--- src/pkg/bfwp_pkg.sv ---
package bfwp_pkg;

    // Register bus geometry.
    localparam int unsigned ADDR_W = 12;
    localparam int unsigned DATA_W = 32;
    localparam int unsigned NUM_PAGES = 5;

    // Register byte offsets, one aligned word each.
    localparam logic [ADDR_W-1:0] OFS_PROTECT = 12'h000;
    localparam logic [ADDR_W-1:0] OFS_KEY = 12'h004;
    localparam logic [ADDR_W-1:0] OFS_PERMIT = 12'h008;
    localparam logic [ADDR_W-1:0] OFS_STATUS = 12'h00c;

    // Field positions in the permit and status registers.
    localparam int unsigned PERMIT_UPPER_BIT = 0;
    localparam int unsigned PERMIT_LOWER_BIT = 1;
    localparam int unsigned STATUS_OPEN_BIT = 0;
    localparam int unsigned STATUS_ARMED_BIT = 1;
    localparam int unsigned STATUS_BLOCKED_BIT = 2;

    // Reset values.
    localparam logic [NUM_PAGES-1:0] PROTECT_RESET = 5'h00;
    localparam logic [1:0] PERMIT_RESET = 2'h0;

    // Key words of the unlock sequence; the values are arbitrary.
    localparam logic [DATA_W-1:0] KEY_FIRST = 32'h0000_00c3;
    localparam logic [DATA_W-1:0] KEY_SECOND = 32'h0000_003c;

    // Physical range of each upper boot alias page, first and last byte.
    localparam logic [31:0] PAGE_BASE [NUM_PAGES] = '{
        32'h1fc2_0000, 32'h1fc2_4000, 32'h1fc2_8000, 32'h1fc2_c000, 32'h1fc3_0000};
    localparam logic [31:0] PAGE_LAST [NUM_PAGES] = '{
        32'h1fc2_3fff, 32'h1fc2_7fff, 32'h1fc2_bfff, 32'h1fc2_ffff, 32'h1fc3_3fff};

    // Progress through the unlock sequence.
    typedef enum logic [1:0] {
        KEY_IDLE,
        KEY_ARMED,
        KEY_OPEN
    } bfwp_key_state_e;

    // One register bus request as seen by the slave.
    typedef struct packed {
        logic [ADDR_W-1:0] addr;
        logic write;
        logic [DATA_W-1:0] wdata;
    } bfwp_apb_req_s;

    // One flash write request to be checked.
    typedef struct packed {
        logic valid;
        logic [31:0] addr;
    } bfwp_flash_req_s;

endpackage : bfwp_pkg

--- src/rtl/bfwp_page_check.sv ---
`timescale 1ns/1ps

// Flags a flash write that falls inside one protected page.
module bfwp_page_check #(
    parameter logic [31:0] BASE = 32'h0000_0000,
    parameter logic [31:0] LAST = 32'h0000_3fff
) (
    input wire bfwp_pkg::bfwp_flash_req_s req,
    input wire logic protect,
    output logic hit,
    output logic block
);

    // Range compare is inclusive at both ends so the last byte is covered too.
    assign hit = req.valid && (req.addr >= BASE) && (req.addr <= LAST);
    assign block = hit && protect;

endmodule : bfwp_page_check

--- src/rtl/bfwp_top.sv ---
// The APB register port and the register offsets were left to the implementer.
`timescale 1ns/1ps

// Overview of operation
// - Protect bit 4 blocks page 4 writes.
// - Protect bit 3 blocks page 3 writes.
// - Protect bit 2 blocks page 2 writes.
// - Protect bit 1 blocks page 1 writes.
// - Protect bit 0 blocks page 0 writes.
// - Protect register writable only after key sequence.
// - Change also needs upper permit bit set.
module bfwp_top (
    input wire logic REF_CLK,
    input wire logic RST,
    input wire logic PSEL,
    input wire logic PENABLE,
    input wire logic PWRITE,
    input wire logic [bfwp_pkg::ADDR_W-1:0] PADDR,
    input wire logic [bfwp_pkg::DATA_W-1:0] PWDATA,
    output logic [bfwp_pkg::DATA_W-1:0] PRDATA,
    output logic PREADY,
    output logic PSLVERR,
    input wire logic FLASH_WR_VALID,
    input wire logic [31:0] FLASH_WR_ADDR,
    output logic FLASH_WR_ALLOW,
    output logic FLASH_WR_BLOCK,
    output logic [bfwp_pkg::NUM_PAGES-1:0] PAGE_PROTECT
);

    localparam int unsigned NP = bfwp_pkg::NUM_PAGES;

    // True when a bus address selects the register at the given offset.
    function automatic logic is_reg(input logic [bfwp_pkg::ADDR_W-1:0] addr,
                                    input logic [bfwp_pkg::ADDR_W-1:0] ofs);
        is_reg = (addr == ofs);
    endfunction : is_reg

    // True for any address that holds a register.
    function automatic logic is_mapped(input logic [bfwp_pkg::ADDR_W-1:0] addr);
        is_mapped = is_reg(addr, bfwp_pkg::OFS_PROTECT) || is_reg(addr, bfwp_pkg::OFS_KEY) ||
                    is_reg(addr, bfwp_pkg::OFS_PERMIT) || is_reg(addr, bfwp_pkg::OFS_STATUS);
    endfunction : is_mapped

    bfwp_pkg::bfwp_apb_req_s req;
    bfwp_pkg::bfwp_flash_req_s flash_req;
    bfwp_pkg::bfwp_key_state_e key_q;
    bfwp_pkg::bfwp_key_state_e key_d;
    logic [NP-1:0] protect_q;
    logic [1:0] permit_q;
    logic blocked_q;
    logic [bfwp_pkg::DATA_W-1:0] rdata_q;
    logic slverr_q;
    logic setup;
    logic wr_access;
    logic wr_protect;
    logic wr_key;
    logic wr_permit;
    logic wr_status;
    logic may_change;
    logic [NP-1:0] page_hit;
    logic [NP-1:0] page_block;
    logic any_block;
    logic [bfwp_pkg::DATA_W-1:0] status_word;

    // Bus and flash requests are bundled once so every consumer sees the same fields.
    assign req = '{addr: PADDR, write: PWRITE, wdata: PWDATA};
    assign flash_req = '{valid: FLASH_WR_VALID, addr: FLASH_WR_ADDR};

    // Write strobes fire only at the access edge, never in the setup cycle.
    assign setup = PSEL && !PENABLE;
    assign wr_access = PSEL && PENABLE && req.write;
    assign wr_protect = wr_access && is_reg(req.addr, bfwp_pkg::OFS_PROTECT);
    assign wr_key = wr_access && is_reg(req.addr, bfwp_pkg::OFS_KEY);
    assign wr_permit = wr_access && is_reg(req.addr, bfwp_pkg::OFS_PERMIT);
    assign wr_status = wr_access && is_reg(req.addr, bfwp_pkg::OFS_STATUS);

    // Both the finished key sequence and the upper permit are needed to change a bit.
    assign may_change = (key_q == bfwp_pkg::KEY_OPEN) && permit_q[bfwp_pkg::PERMIT_UPPER_BIT];

    // Key sequencer: the two words must arrive as back-to-back bus writes, and the
    // opening is spent by the next protect write so each attempt needs a fresh sequence.
    always_comb begin
        key_d = key_q;
        case (key_q)
            bfwp_pkg::KEY_IDLE: begin
                if (wr_key && req.wdata == bfwp_pkg::KEY_FIRST) begin
                    key_d = bfwp_pkg::KEY_ARMED;
                end
            end
            bfwp_pkg::KEY_ARMED: begin
                if (wr_key && req.wdata == bfwp_pkg::KEY_SECOND) begin
                    key_d = bfwp_pkg::KEY_OPEN;
                end else if (wr_key && req.wdata == bfwp_pkg::KEY_FIRST) begin
                    key_d = bfwp_pkg::KEY_ARMED;
                end else if (wr_access) begin
                    key_d = bfwp_pkg::KEY_IDLE;
                end
            end
            bfwp_pkg::KEY_OPEN: begin
                if (wr_protect) begin
                    key_d = bfwp_pkg::KEY_IDLE;
                end else if (wr_key) begin
                    key_d = (req.wdata == bfwp_pkg::KEY_FIRST) ? bfwp_pkg::KEY_ARMED : bfwp_pkg::KEY_IDLE;
                end
            end
            default: begin
                key_d = bfwp_pkg::KEY_IDLE;
            end
        endcase
    end

    // Key sequencer state.
    always_ff @(posedge REF_CLK or posedge RST) begin
        if (RST) begin
            key_q <= bfwp_pkg::KEY_IDLE;
        end else begin
            key_q <= key_d;
        end
    end

    // Protect bits: a refused write leaves them as they were and raises no error.
    always_ff @(posedge REF_CLK or posedge RST) begin
        if (RST) begin
            protect_q <= bfwp_pkg::PROTECT_RESET;
        end else if (wr_protect && may_change) begin
            protect_q <= req.wdata[NP-1:0];
        end
    end

    // Permit bits are free to write; only the upper one gates the protect register.
    always_ff @(posedge REF_CLK or posedge RST) begin
        if (RST) begin
            permit_q <= bfwp_pkg::PERMIT_RESET;
        end else if (wr_permit) begin
            permit_q <= req.wdata[1:0];
        end
    end

    // One checker per page; each compares against its own fixed range.
    genvar gi;
    generate
        for (gi = 0; gi < NP; gi++) begin : g_page
            bfwp_page_check #(
                .BASE(bfwp_pkg::PAGE_BASE[gi]),
                .LAST(bfwp_pkg::PAGE_LAST[gi])
            ) u_check (
                .req(flash_req),
                .protect(protect_q[gi]),
                .hit(page_hit[gi]),
                .block(page_block[gi])
            );
        end
    endgenerate

    // The verdict is combinational so the flash controller can act in the request cycle.
    assign any_block = |page_block;
    assign FLASH_WR_BLOCK = any_block;
    assign FLASH_WR_ALLOW = FLASH_WR_VALID && !any_block;
    assign PAGE_PROTECT = protect_q;

    // Sticky record of a refused flash write; a new refusal wins over a clear in the same cycle.
    always_ff @(posedge REF_CLK or posedge RST) begin
        if (RST) begin
            blocked_q <= 1'b0;
        end else if (any_block) begin
            blocked_q <= 1'b1;
        end else if (wr_status && req.wdata[bfwp_pkg::STATUS_BLOCKED_BIT]) begin
            blocked_q <= 1'b0;
        end
    end

    // Status word gathers the sequencer progress and the sticky flag.
    always_comb begin
        status_word = '0;
        status_word[bfwp_pkg::STATUS_OPEN_BIT] = (key_q == bfwp_pkg::KEY_OPEN);
        status_word[bfwp_pkg::STATUS_ARMED_BIT] = (key_q == bfwp_pkg::KEY_ARMED);
        status_word[bfwp_pkg::STATUS_BLOCKED_BIT] = blocked_q;
    end

    // Read data and error are captured in the setup cycle, so the slave answers with
    // no wait states; the key register reads as zero so the sequence cannot be snooped.
    always_ff @(posedge REF_CLK or posedge RST) begin
        if (RST) begin
            rdata_q <= '0;
            slverr_q <= 1'b0;
        end else if (setup) begin
            slverr_q <= !is_mapped(req.addr);
            if (req.write) begin
                rdata_q <= '0;
            end else if (is_reg(req.addr, bfwp_pkg::OFS_PROTECT)) begin
                rdata_q <= {{(bfwp_pkg::DATA_W-NP){1'b0}}, protect_q};
            end else if (is_reg(req.addr, bfwp_pkg::OFS_PERMIT)) begin
                rdata_q <= {{(bfwp_pkg::DATA_W-2){1'b0}}, permit_q};
            end else if (is_reg(req.addr, bfwp_pkg::OFS_STATUS)) begin
                rdata_q <= status_word;
            end else begin
                rdata_q <= '0;
            end
        end
    end

    // Ready is held high: every access completes in its first access cycle.
    assign PREADY = 1'b1;
    assign PRDATA = rdata_q;
    assign PSLVERR = slverr_q && PSEL && PENABLE;

    // Checks of the page verdicts against the fixed ranges.
    page0_block_a: assert property (@(posedge REF_CLK) disable iff (RST)
        (FLASH_WR_VALID && FLASH_WR_ADDR >= 32'h1fc2_0000 && FLASH_WR_ADDR <= 32'h1fc2_3fff)
        |-> (FLASH_WR_ALLOW == !protect_q[0]) && (FLASH_WR_BLOCK == protect_q[0]))
        else $error("Page 0 verdict does not follow its protect bit.");
    page1_block_a: assert property (@(posedge REF_CLK) disable iff (RST)
        (FLASH_WR_VALID && FLASH_WR_ADDR >= 32'h1fc2_4000 && FLASH_WR_ADDR <= 32'h1fc2_7fff)
        |-> (FLASH_WR_ALLOW == !protect_q[1]) && (FLASH_WR_BLOCK == protect_q[1]))
        else $error("Page 1 verdict does not follow its protect bit.");
    page2_block_a: assert property (@(posedge REF_CLK) disable iff (RST)
        (FLASH_WR_VALID && FLASH_WR_ADDR >= 32'h1fc2_8000 && FLASH_WR_ADDR <= 32'h1fc2_bfff)
        |-> (FLASH_WR_ALLOW == !protect_q[2]) && (FLASH_WR_BLOCK == protect_q[2]))
        else $error("Page 2 verdict does not follow its protect bit.");
    page3_block_a: assert property (@(posedge REF_CLK) disable iff (RST)
        (FLASH_WR_VALID && FLASH_WR_ADDR >= 32'h1fc2_c000 && FLASH_WR_ADDR <= 32'h1fc2_ffff)
        |-> (FLASH_WR_ALLOW == !protect_q[3]) && (FLASH_WR_BLOCK == protect_q[3]))
        else $error("Page 3 verdict does not follow its protect bit.");
    page4_block_a: assert property (@(posedge REF_CLK) disable iff (RST)
        (FLASH_WR_VALID && FLASH_WR_ADDR >= 32'h1fc3_0000 && FLASH_WR_ADDR <= 32'h1fc3_3fff)
        |-> (FLASH_WR_ALLOW == !protect_q[4]) && (FLASH_WR_BLOCK == protect_q[4]))
        else $error("Page 4 verdict does not follow its protect bit.");
    // The page ranges must never overlap, or one address would answer to two protect bits.
    page_overlap_a: assert property (@(posedge REF_CLK) disable iff (RST) $onehot0(page_hit))
        else $error("A flash address fell into two pages.");

    // Checks of the unlock gate on the protect register.
    locked_write_a: assert property (@(posedge REF_CLK) disable iff (RST)
        (wr_protect && key_q != bfwp_pkg::KEY_OPEN) |=> $stable(protect_q))
        else $error("Protect bits changed without the key sequence.");
    single_use_a: assert property (@(posedge REF_CLK) disable iff (RST)
        wr_protect |=> (key_q == bfwp_pkg::KEY_IDLE) && !status_word[bfwp_pkg::STATUS_OPEN_BIT])
        else $error("Unlock survived a protect write.");
    permit_gate_a: assert property (@(posedge REF_CLK) disable iff (RST)
        (wr_protect && !permit_q[bfwp_pkg::PERMIT_UPPER_BIT]) |=> $stable(protect_q))
        else $error("Protect bits changed without the upper permit.");
    open_write_a: assert property (@(posedge REF_CLK) disable iff (RST)
        (wr_protect && key_q == bfwp_pkg::KEY_OPEN && permit_q[bfwp_pkg::PERMIT_UPPER_BIT])
        |=> protect_q == $past(PWDATA[4:0]))
        else $error("Unlocked permitted write did not land.");
    read_back_a: assert property (@(posedge REF_CLK) disable iff (RST)
        (setup && !PWRITE && PADDR == bfwp_pkg::OFS_PROTECT) ##1 (PSEL && PENABLE)
        |-> PRDATA == {27'h0, protect_q} && !PSLVERR)
        else $error("Protect read did not return the current bits.");
    silent_refuse_a: assert property (@(posedge REF_CLK) disable iff (RST)
        (PSEL && PENABLE && PADDR == bfwp_pkg::OFS_PROTECT) |-> !PSLVERR)
        else $error("Protect register access raised an error.");

    // Main scenarios worth seeing.
    open_write_c: cover property (@(posedge REF_CLK) disable iff (RST)
        key_q == bfwp_pkg::KEY_ARMED ##1 key_q == bfwp_pkg::KEY_OPEN ##[1:20] (wr_protect && may_change));
    refused_write_c: cover property (@(posedge REF_CLK) disable iff (RST)
        wr_protect && !may_change);
    flash_block_c: cover property (@(posedge REF_CLK) disable iff (RST)
        FLASH_WR_BLOCK);
    set_over_clear_c: cover property (@(posedge REF_CLK) disable iff (RST)
        any_block && wr_status && PWDATA[2]);

endmodule : bfwp_top

--- config.mk ---
export PLATFORM = sky130hd
export DESIGN_NAME = bfwp_top
export DESIGN_NICKNAME = d
export VERILOG_FILES = /design/src/pkg/bfwp_pkg.sv /design/src/rtl/bfwp_page_check.sv /design/src/rtl/bfwp_top.sv
export SDC_FILE = /design/constraint.sdc
export NUM_CORES = 1
export LEC_CHECK = 0
export ABC_AREA = 1
export BUFFER_PORTS_ARGS = -buffer_cell sky130_fd_sc_hd__buf_2
export CAP_MARGIN = 20
export CORE_ASPECT_RATIO = 1.4
export CORE_MARGIN = 2
export CORE_UTILIZATION = 30
export CTS_BUF_LIST = sky130_fd_sc_hd__clkbuf_4
export DETAILED_ROUTE_END_ITERATION = 7
export GPL_TIMING_DRIVEN = 0
export PLACE_DENSITY = 0.54
export REMOVE_ABC_BUFFERS = 1
export SLEW_MARGIN = 20
export SYNTH_ARGS = -nofsm -noshare
export SYNTH_HDL_FRONTEND = slang
export SYNTH_HIERARCHICAL = 1
export SYNTH_SLANG_ARGS = --single-unit
--- constraint.sdc ---
create_clock -name REF_CLK -period 2.1 [get_ports REF_CLK]
set_input_delay 0.21 -clock REF_CLK [delete_from_list [all_inputs] [get_ports REF_CLK]]
set_output_delay 0.21 -clock REF_CLK [all_outputs]
set_load 0.005 [all_outputs]
==> run_results.csv, run 1 <==
group,metric,value,unit
final_layout,antenna_cells,0,
drt,route.met2.wl,3064,microns
drt,drtAntennaViolNets,0,
drt,dr.pass1.iters,4,
drt,top_layer,"met4",
critical_path,arrival,1.46,ns
cts,clock-sinks,16,
power_and_ir_drop,ir_worst_vdd,0.0002608,V
cts,post_cts.repair.setup_buffers,0,
sta,grt_setup_unrepaired,"false",
status,violations,"negative hold slack",
global_route,track_usage,14.25,%
synth,synthCells,422,
drt,met1Wirelength,2316,microns
cts,cts_tree,"done",
status,run_status,"finished with violations",
critical_path,regToRegEndpoint,"blocked_q$_DFFE_PP0P_",
critical_path,reg2reg_depth,5,
global_route,grt_overflow,0,
critical_path,crit_path_end_kind,"output port",
critical_path,critical_path_class,"reg -> out",
final_layout,drive_above_1_share,25.53,%
cts,htreeDepth,1,
sta,min_period_over_period,79.41,%
die,num_rows,37,
sta,timing.fmax,599.7,MHz
sta,max_slew_margin,58.27,%
placement,io_buffers,94,
sta,worst_clock_skew,0.001936,ns
drt,drt-initial-drc-count,63,
power_and_ir_drop,p_leak,1.687,nW
cts,ctsHoldBuffers,0,
synth,ys_warn_count,6,
sta,worstMarginPinSlew,0.6253,ns
placement,gp_congestion,0.8225,
die,die-area,0.008148,sq mm
critical_path,start_kind,"register",
global_route,grt_pass1_vias,2324,
flow_run,drv_cap,0,
critical_path,startpoint,"PAGE_PROTECT[3]$_DFFE_PP0P_",
drt,drc,0,
die,io_pins,123,
placement,place_area,0.002698,sq mm
placement,place_hpwl,5057,microns
sta,setup_violations,0,
drt,finalWirelength,5726,microns
cts,cts_buffers,3,
final_layout,syn2layout_area_growth,22.17,%
sta,holdWs,-0.008278,ns
placement,preCtsSetupSlack,0.4400,ns
die,die_h,106.0,microns
sta,final_max_slew_viol_count,0,
critical_path,crit_fanout,4,
drt,viasPerCell,3.985,
min_path,hp-class,"in -> async",
cts,clockRootBuffer,"clkbuf_4",
critical_path,cp_data_required_time,1.89,ns
global_route,grt_max_degree,17,
cts,clk_latency,0.28,ns
global_route,antenna_found_initial,0,
sta,hold_violations,16,
cts,clk_pin_slew_worst_paths,0.09,ns
power_and_ir_drop,powerDensity,263.5,mW/mm^2
sta,min_period,1.668,ns
critical_path,r2r_slack,1.00,ns
final_layout,final_area,0.002724,sq mm
drt,wl_per_cell,9.326,microns
synth,syn_area_per_cell,5.284,sq um
final_layout,final_core_utilization,37.48,%
synth,synth_area,0.002230,sq mm
die,die_w,76.86,microns
global_route,grt_pass1_wl,9798,microns
cts,cts_buffer_depth,2,
die,start_util,30.68,%
final_layout,finish.net_count,600,
sta,setup_slack,0.4324,ns
die,core_area,0.007268,sq mm
sta,fin_tns_setup,0,ns
drt,vias,2447,
drt,wl_met3,321,microns
critical_path,r2r-start,"PAGE_PROTECT[3]$_DFFE_PP0P_",
cts,post_cts_resized,0,
[critical path, cell delays in order, from the launching register on]
cell     delay, ns
dfrtp_1       0.45
inv_1         0.10
nor3_2        0.04
nor3_1        0.17
and2_1        0.17
inv_1         0.07
nor2_1        0.07
buf_2         0.11
[area by class of cell]
cell class | instances | area [sq um]
multi-input cells | 309 | 1353
clock buffers | 3 | 22.52
fillers | 831 | 4544
inverters | 94 | 352.8
well taps | 97 | 121.4
flip-flops and latches | 16 | 400.4
clock inverters | 1 | 3.754
repair buffers | 94 | 470.5
[where the power goes]
group	switching, mW	internal [mW]
combinational	0.150	0.0985
sequential	0.0000693	0.308
clock	0.0928	0.0689
[through the flow]
step / total power [mW] / instances / hold slack [ns]
global route: 0.7838 / 614 / 0.04387
global placement: 0.5603 / 610 / 0.3198
floorplan: 0.4331 / 419 / 0.1237
finish: 0.7178 / 614 / -0.008278
detailed placement: 0.5632 / 610 / 0.3186
CTS: 0.7284 / 614 / 0.004000
[worst max-delay path by stage]
stage / slack (ns) / endpoint
after floorplan: 0.87 / FLASH_WR_ALLOW
after global placement: 0.45 / FLASH_WR_ALLOW
after detailed placement: 0.44 / FLASH_WR_ALLOW
after CTS: 0.40 / FLASH_WR_ALLOW
after global routing: 0.30 / FLASH_WR_ALLOW
final: 0.43 / FLASH_WR_ALLOW
[registers in the layout, summed over array words and instances (netlist names)]
register,count
permit_q,2
key_q,2
PAGE_PROTECT,5
blocked_q,1
PRDATA,5
slverr_q,1
[metal layers]
metal | track usage [%] | vias to the layer above
li1 | - | 1375
met5 | 0 | -
met1 | 16.69 | 989
met4 | 1.558 | 0
met3 | 1.698 | 4
met2 | 28.07 | 79
[layout by cell type, fill, tap and decap left out, types with 2 or more instances in the layout]
cell        n
nand3_2     2
nand3_1    23
inv_2       9
inv_1      85
buf_2      94
a22o_1      3
o21ai_1    12
nor3_2      3
nor3_1      3
nor2_4      2
nand4_1     3
nor2_1     74
clkbuf_4    3
nor2_2     15
nand2_1   131
dfrtp_1    16
nand2_2     3
conb_1     28
(Power assumes the default switching activity.)
==> run 2, diff against run 1 <==
--- a/config.mk
+++ b/config.mk
@@ -14,7 +14,7 @@
 export CTS_BUF_LIST = sky130_fd_sc_hd__clkbuf_4
 export DETAILED_ROUTE_END_ITERATION = 7
 export GPL_TIMING_DRIVEN = 0
-export PLACE_DENSITY = 0.54
+export PLACE_DENSITY = 0.56
 export REMOVE_ABC_BUFFERS = 1
 export SLEW_MARGIN = 20
 export SYNTH_ARGS = -nofsm -noshare
==> constraint.sdc (replaced) <==
create_clock -name REF_CLK -period 1.4 [get_ports REF_CLK]
set_input_delay 0.14 -clock REF_CLK [delete_from_list [all_inputs] [get_ports REF_CLK]]
set_output_delay 0.14 -clock REF_CLK [all_outputs]
set_load 0.005 [all_outputs]
==> run 2 against run 1 <==
The run ends with negative setup slack left. Clock power is 58% higher. Non-clock buffer count is 10 higher. Via count is 5.8% higher. Global-route usage is 0.074 points higher. Wire length is 3.2% higher.
==> run_results.csv, run 2 (synthesis results as in run 1) <==
group,metric,value,unit
status,run_status,"finished with violations",
status,violations,"negative setup slack",
drt,vias,2589,
global_route,antenna_found_initial,0,
cts,clockRootBuffer,"clkbuf_4",
die,die_h,106.0,microns
sta,final_max_slew_viol_count,0,
die,core_area,0.007268,sq mm
placement,gp_congestion,0.8572,
drt,drc,0,
critical_path,reg2reg_depth,7,
critical_path,cp_cell_sequence,"inv_1 -> nor2_2 -> nor3_2 -> and2_4 -> inv_4 -> nor2_4 -> buf_2",
cts,clock-sinks,16,
sta,grt_setup_unrepaired,"true",
final_layout,fill_cells,861,
placement,preCtsSetupSlack,-0.1113,ns
cts,htreeDepth,1,
final_layout,finish.net_count,610,
final_layout,antenna_cells,0,
sta,setup_violations,2,
power_and_ir_drop,total_power,1.115,mW
global_route,grt_pass1_wl,9839,microns
sta,setup_slack,-0.07700,ns
min_path,min-delay-start,"PWDATA[0]",
final_layout,drive_above_1_share,29.79,%
drt,finalWirelength,5910,microns
flow_run,drv_cap,0,
sta,worstMarginPinSlew,0.6375,ns
die,io_pins,123,
critical_path,path_buf_inv,3,
final_layout,syn2layout_area_growth,29.46,%
critical_path,critPathSlowestCell,"dfrtp_1",
cts,clk_pin_slew_worst_paths,0.10,ns
final_layout,final_core_utilization,39.71,%
placement,io_buffers,94,
cts,cts_tree,"done",
critical_path,cp_data_required_time,1.26,ns
final_layout,layout_common_cells,"130 x nand2_1, 85 x buf_2, 77 x inv_1",
sta,worst_clock_skew,0.01072,ns
global_route,grt_pass1_vias,2345,
sta,min_period_over_period,105.5,%
power_and_ir_drop,p_leak,1.749,nW
critical_path,crit_path_end_kind,"output port",
die,die_w,76.86,microns
min_path,hp-class,"in -> reg",
die,start_util,30.68,%
final_layout,layout_commonest_cell,"nand2_1",
sta,max_slew_margin,57.45,%
global_route,track_usage,14.33,%
placement,place_hpwl,5020,microns
die,die-area,0.008148,sq mm
drt,wl_per_cell,9.471,microns
critical_path,critPathTopFamily,"simple AND/OR/NAND/NOR gates",
min_path,hold_end,"PAGE_PROTECT[0]$_DFFE_PP0P_",
cts,clk_latency,0.29,ns
sta,min_period,1.477,ns
min_path,holdPathStages,3,
drt,drt-initial-drc-count,85,
drt,viasPerCell,4.149,
critical_path,arrival,1.34,ns
critical_path,slowest_delay,0.39,ns
power_and_ir_drop,powerDensity,386.1,mW/mm^2
critical_path,crit_fanout,2,
sta,hold_violations,0,
sta,timing.fmax,677.0,MHz
cts,cts_buffer_depth,2,
critical_path,r2r-start,"PAGE_PROTECT[2]$_DFFE_PP0P_",
critical_path,r2r_slack,0.21,ns
power_and_ir_drop,ir_worst_vdd,0.0004458,V
drt,drtAntennaViolNets,0,
die,num_rows,37,
global_route,grt_overflow,0,
drt,dr.pass1.iters,4,
critical_path,regToRegEndpoint,"blocked_q$_DFFE_PP0P_",
cts,cts_buffers,3,
critical_path,critical_path_class,"reg -> out",
critical_path,start_kind,"register",
global_route,grt_max_degree,17,
-- run 2: stage by stage --
step                hold slack [ns]  area, sq um  instances  TNS [ns]
detailed placement           0.2652         2698        610   -0.1821
global placement             0.2622         2698        610   -0.1731
global route                 0.1330         2887        624   -0.2890
CTS                          0.1262         2766        619   -0.1934
finish                       0.1161         2887        624   -0.1085
floorplan                   0.05374         2106        419         0
-- run 2: worst register-to-register path, stage by stage (launching register included) --
cell	delay (ns)
dfrtp_1	0.39
inv_1	0.06
nor2_2	0.04
nor3_2	0.17
and2_4	0.18
buf_4	0.10
buf_4	0.09
o21ai_1	0.05
-- run 2: layout make-up --
class | instances | area, sq um | share of cell area (%)
multi-input cells | 309 | 1373 | 47.55
repair buffers | 104 | 604.3 | 20.94
clock inverters | 1 | 3.754 | 0.1300
well taps | 97 | 121.4 | 4.205
clock buffers | 3 | 22.52 | 0.7802
flip-flops and latches | 16 | 404.1 | 14.00
inverters | 94 | 357.8 | 12.40
-- run 2: per-layer routing --
metal | GRT usage, % | routed length [microns] | vias up
met4 | 2.857 | 61 | 0
met5 | 0 | 0 | -
li1 | - | - | 1397
met2 | 28.70 | 3220 | 81
met3 | 1.698 | 333 | 8
met1 | 15.86 | 2294 | 1103
-- run 2: what timing repair did --
action	4_1_cts	5_1_grt
gates resized for setup	4	38
cloned	0	0
endpoints found under the setup margin	2	2
setup buffers	4	5
hold endpoints to repair	16	0
pin swaps	2	12
hold buffers	1	0
-- run 2: worst max path at each step --
stage                     slack (ns)                         from  depth (start not counted)                     endpoint
after floorplan                 0.31                     PADDR[9]                          7  PAGE_PROTECT[3]$_DFFE_PP0P_
after global placement         -0.11            FLASH_WR_ADDR[15]                         13               FLASH_WR_ALLOW
after detailed placement       -0.11            FLASH_WR_ADDR[15]                         13               FLASH_WR_ALLOW
after CTS                      -0.13  PAGE_PROTECT[4]$_DFFE_PP0P_                          7               FLASH_WR_ALLOW
after global routing           -0.17  PAGE_PROTECT[2]$_DFFE_PP0P_                          7               FLASH_WR_ALLOW
final                          -0.08  PAGE_PROTECT[2]$_DFFE_PP0P_                          7               FLASH_WR_ALLOW
-- run 2: report_power, final --
group	switching, mW	total (mW)	internal [mW]
Combinational	0.228	0.397	0.169
Clock	0.152	0.256	0.104
Sequential	0.000108	0.462	0.462
Total	0.380	1.11	0.734
==> run 3, diff against run 2 <==
--- a/config.mk
+++ b/config.mk
@@ -6,15 +6,14 @@
 export NUM_CORES = 1
 export LEC_CHECK = 0
 export ABC_AREA = 1
-export BUFFER_PORTS_ARGS = -buffer_cell sky130_fd_sc_hd__buf_2
 export CAP_MARGIN = 20
 export CORE_ASPECT_RATIO = 1.4
-export CORE_MARGIN = 2
 export CORE_UTILIZATION = 30
 export CTS_BUF_LIST = sky130_fd_sc_hd__clkbuf_4
 export DETAILED_ROUTE_END_ITERATION = 7
+export DONT_BUFFER_PORTS = 1
 export GPL_TIMING_DRIVEN = 0
-export PLACE_DENSITY = 0.56
+export PLACE_DENSITY = 0.41
 export REMOVE_ABC_BUFFERS = 1
 export SLEW_MARGIN = 20
 export SYNTH_ARGS = -nofsm -noshare
==> run 3 against run 2 <==
The run still ends with negative setup slack left. Combinational power fell by 46%. Final area down 20%. Fmax is 3.1% higher. Critical endpoint unchanged. Largest power group unchanged.
==> run_results.csv, run 3 (synthesis results as in run 1) <==
group,metric,value,unit
status,run_status,"finished with violations",
status,violations,"negative setup slack",
drt,wl_per_cell,11.10,microns
flow_run,drv_cap,0,
power_and_ir_drop,clkPwrFrac,27.2,%
critical_path,start_kind,"register",
final_layout,layout_commonest_cell,"nand2_1",
drt,drtAntennaViolNets,0,
drt,drt-initial-drc-count,52,
global_route,grt_overflow,0,
sta,fin_tns_setup,-0.03198,ns
power_and_ir_drop,p_leak,1.323,nW
critical_path,reg2reg_depth,6,
die,start_util,31.53,%
cts,cts_buffers,3,
sta,max_slew_margin,57.74,%
critical_path,crit_fanout,4,
critical_path,regToRegEndpoint,"key_q[0]$_DFFE_PP0P_",
die,die_w,74.86,microns
final_layout,final_area,0.002303,sq mm
critical_path,arrival,1.29,ns
global_route,grt_pass1_vias,2080,
placement,preCtsSetupSlack,0.1455,ns
critical_path,r2r_slack,0.25,ns
global_route,track_usage,14.51,%
sta,worst_clock_skew,0.005101,ns
final_layout,finish.net_count,509,
final_layout,fill_cells,850,
final_layout,antenna_cells,0,
cts,clock-sinks,16,
final_layout,layout_common_cells,"131 x nand2_1, 81 x inv_1, 73 x nor2_1",
global_route,antenna_found_initial,0,
die,die-area,0.007786,sq mm
die,die_h,104.0,microns
sta,min_period_over_period,102.3,%
drt,viasPerCell,4.204,
placement,place_area,0.002225,sq mm
cts,clk_pin_slew_worst_paths,0.09,ns
power_and_ir_drop,pwr-share-seq,49.7,%
sta,worstMarginPinSlew,0.6332,ns
global_route,grt_max_degree,17,
placement,io_buffers,0,
sta,hold_violations,0,
critical_path,critical_path_class,"reg -> out",
cts,cts_buffer_depth,2,
die,io_pins,123,
die,num_rows,36,
placement,place_hpwl,4805,microns
sta,final_max_slew_viol_count,0,
final_layout,syn2layout_area_growth,3.311,%
min_path,holdPathStages,2,
sta,setup_violations,1,
power_and_ir_drop,p_int,0.6384,mW
sta,min_period,1.432,ns
placement,gp_congestion,0.8143,
cts,cts_tree,"done",
power_and_ir_drop,powerDensity,403.8,mW/mm^2
cts,clockRootBuffer,"clkbuf_4",
critical_path,r2r-start,"key_q[1]$_DFFE_PP0P_",
sta,grt_setup_unrepaired,"true",
power_and_ir_drop,p_sw_share,31.37,%
power_and_ir_drop,ir_worst_vdd,0.0002657,V
drt,vias,2186,
cts,htreeDepth,1,
sta,timing.fmax,698.3,MHz
drt,finalWirelength,5770,microns
final_layout,drive_above_1_share,11.76,%
drt,drc,0,
min_path,min-delay-start,"PWDATA[1]",
drt,dr.pass1.iters,4,
die,core_area,0.007072,sq mm
min_path,hold_end,"permit_q[1]$_DFFE_PP0P_",
power_and_ir_drop,netSwitchingPower,0.2918,mW
sta,setup_slack,-0.03198,ns
cts,clk_latency,0.29,ns
global_route,grt_pass1_wl,8845,microns
critical_path,cp_data_required_time,1.26,ns
min_path,hp-class,"in -> reg",
critical_path,crit_path_end_kind,"output port",
power_and_ir_drop,combPwrFrac,23.2,%
run 3: critical path, stage by stage (launching register included):
cell and delay (ns):
dfrtp_2 0.46, inv_2 0.07, nor2_2 0.03, nor3_2 0.16, and2_4 0.17, inv_4 0.04, nor2_4 0.07
run 3: per-layer routing:
layer  track usage (%)  routed length (microns)  vias up
li1                  -                        -     1186
met1             13.23                     2073      931
met2             30.37                     3308       62
met3             2.422                      322        7
met4             3.639                       66        0
met5                 0                        0        -
run 3: per-stage QoR:
step | utilization, % | total power [mW] | hold slack [ns] | instances
4_1_cts | 32.24 | 0.9380 | 0.008519 | 520
6_report | 32.57 | 0.9302 | 0.01244 | 520
2_1_floorplan | - | 0.6497 | 0.05374 | 419
5_1_grt | 32.57 | 0.9896 | 0.008797 | 520
3_3_place_gp | 31.46 | 0.6783 | 0.1691 | 514
3_5_place_dp | 31.46 | 0.6799 | 0.1561 | 514
run 3: how the worst max path moves through the flow:
stage | endpoint | cells past startpoint | start
after floorplan | PAGE_PROTECT[3]$_DFFE_PP0P_ | 7 | PADDR[9]
after global placement | FLASH_WR_ALLOW | 6 | PAGE_PROTECT[3]$_DFFE_PP0P_
after detailed placement | FLASH_WR_ALLOW | 6 | PAGE_PROTECT[3]$_DFFE_PP0P_
after CTS | FLASH_WR_ALLOW | 6 | PAGE_PROTECT[4]$_DFFE_PP0P_
after global routing | FLASH_WR_ALLOW | 6 | PAGE_PROTECT[2]$_DFFE_PP0P_
final | FLASH_WR_ALLOW | 6 | PAGE_PROTECT[2]$_DFFE_PP0P_
run 3: what timing repair did:
| action | in CTS | in global routing |
|---|---|---|
| setup endpoints to repair | 2 | 2 |
| gates resized for setup | 6 | 8 |
| hold buffers | 2 | 0 |
| setup buffers | 1 | 0 |
| hold endpoints to repair | 17 | 0 |
| pin swaps | 4 | 5 |
run 3: area by class of cell:
type	count	area, sq um	area share (%)
Multi-Input combinational cell	309	1374	59.64
Tap cell	95	118.9	5.160
Sequential cell	16	405.4	17.60
Inverter	94	355.3	15.43
Clock buffer	3	22.52	0.9777
Timing Repair Buffer	3	27.53	1.195
run 3: power by group through the flow:
stage          Clock [mW]  Sequential, mW  Combinational (mW)
6_report            0.253           0.462               0.216
2_1_floorplan           0           0.471               0.179
3_3_place_gp            0           0.471               0.207
4_1_cts             0.261           0.462               0.215
3_5_place_dp            0           0.471               0.209
5_1_grt             0.274           0.462               0.254
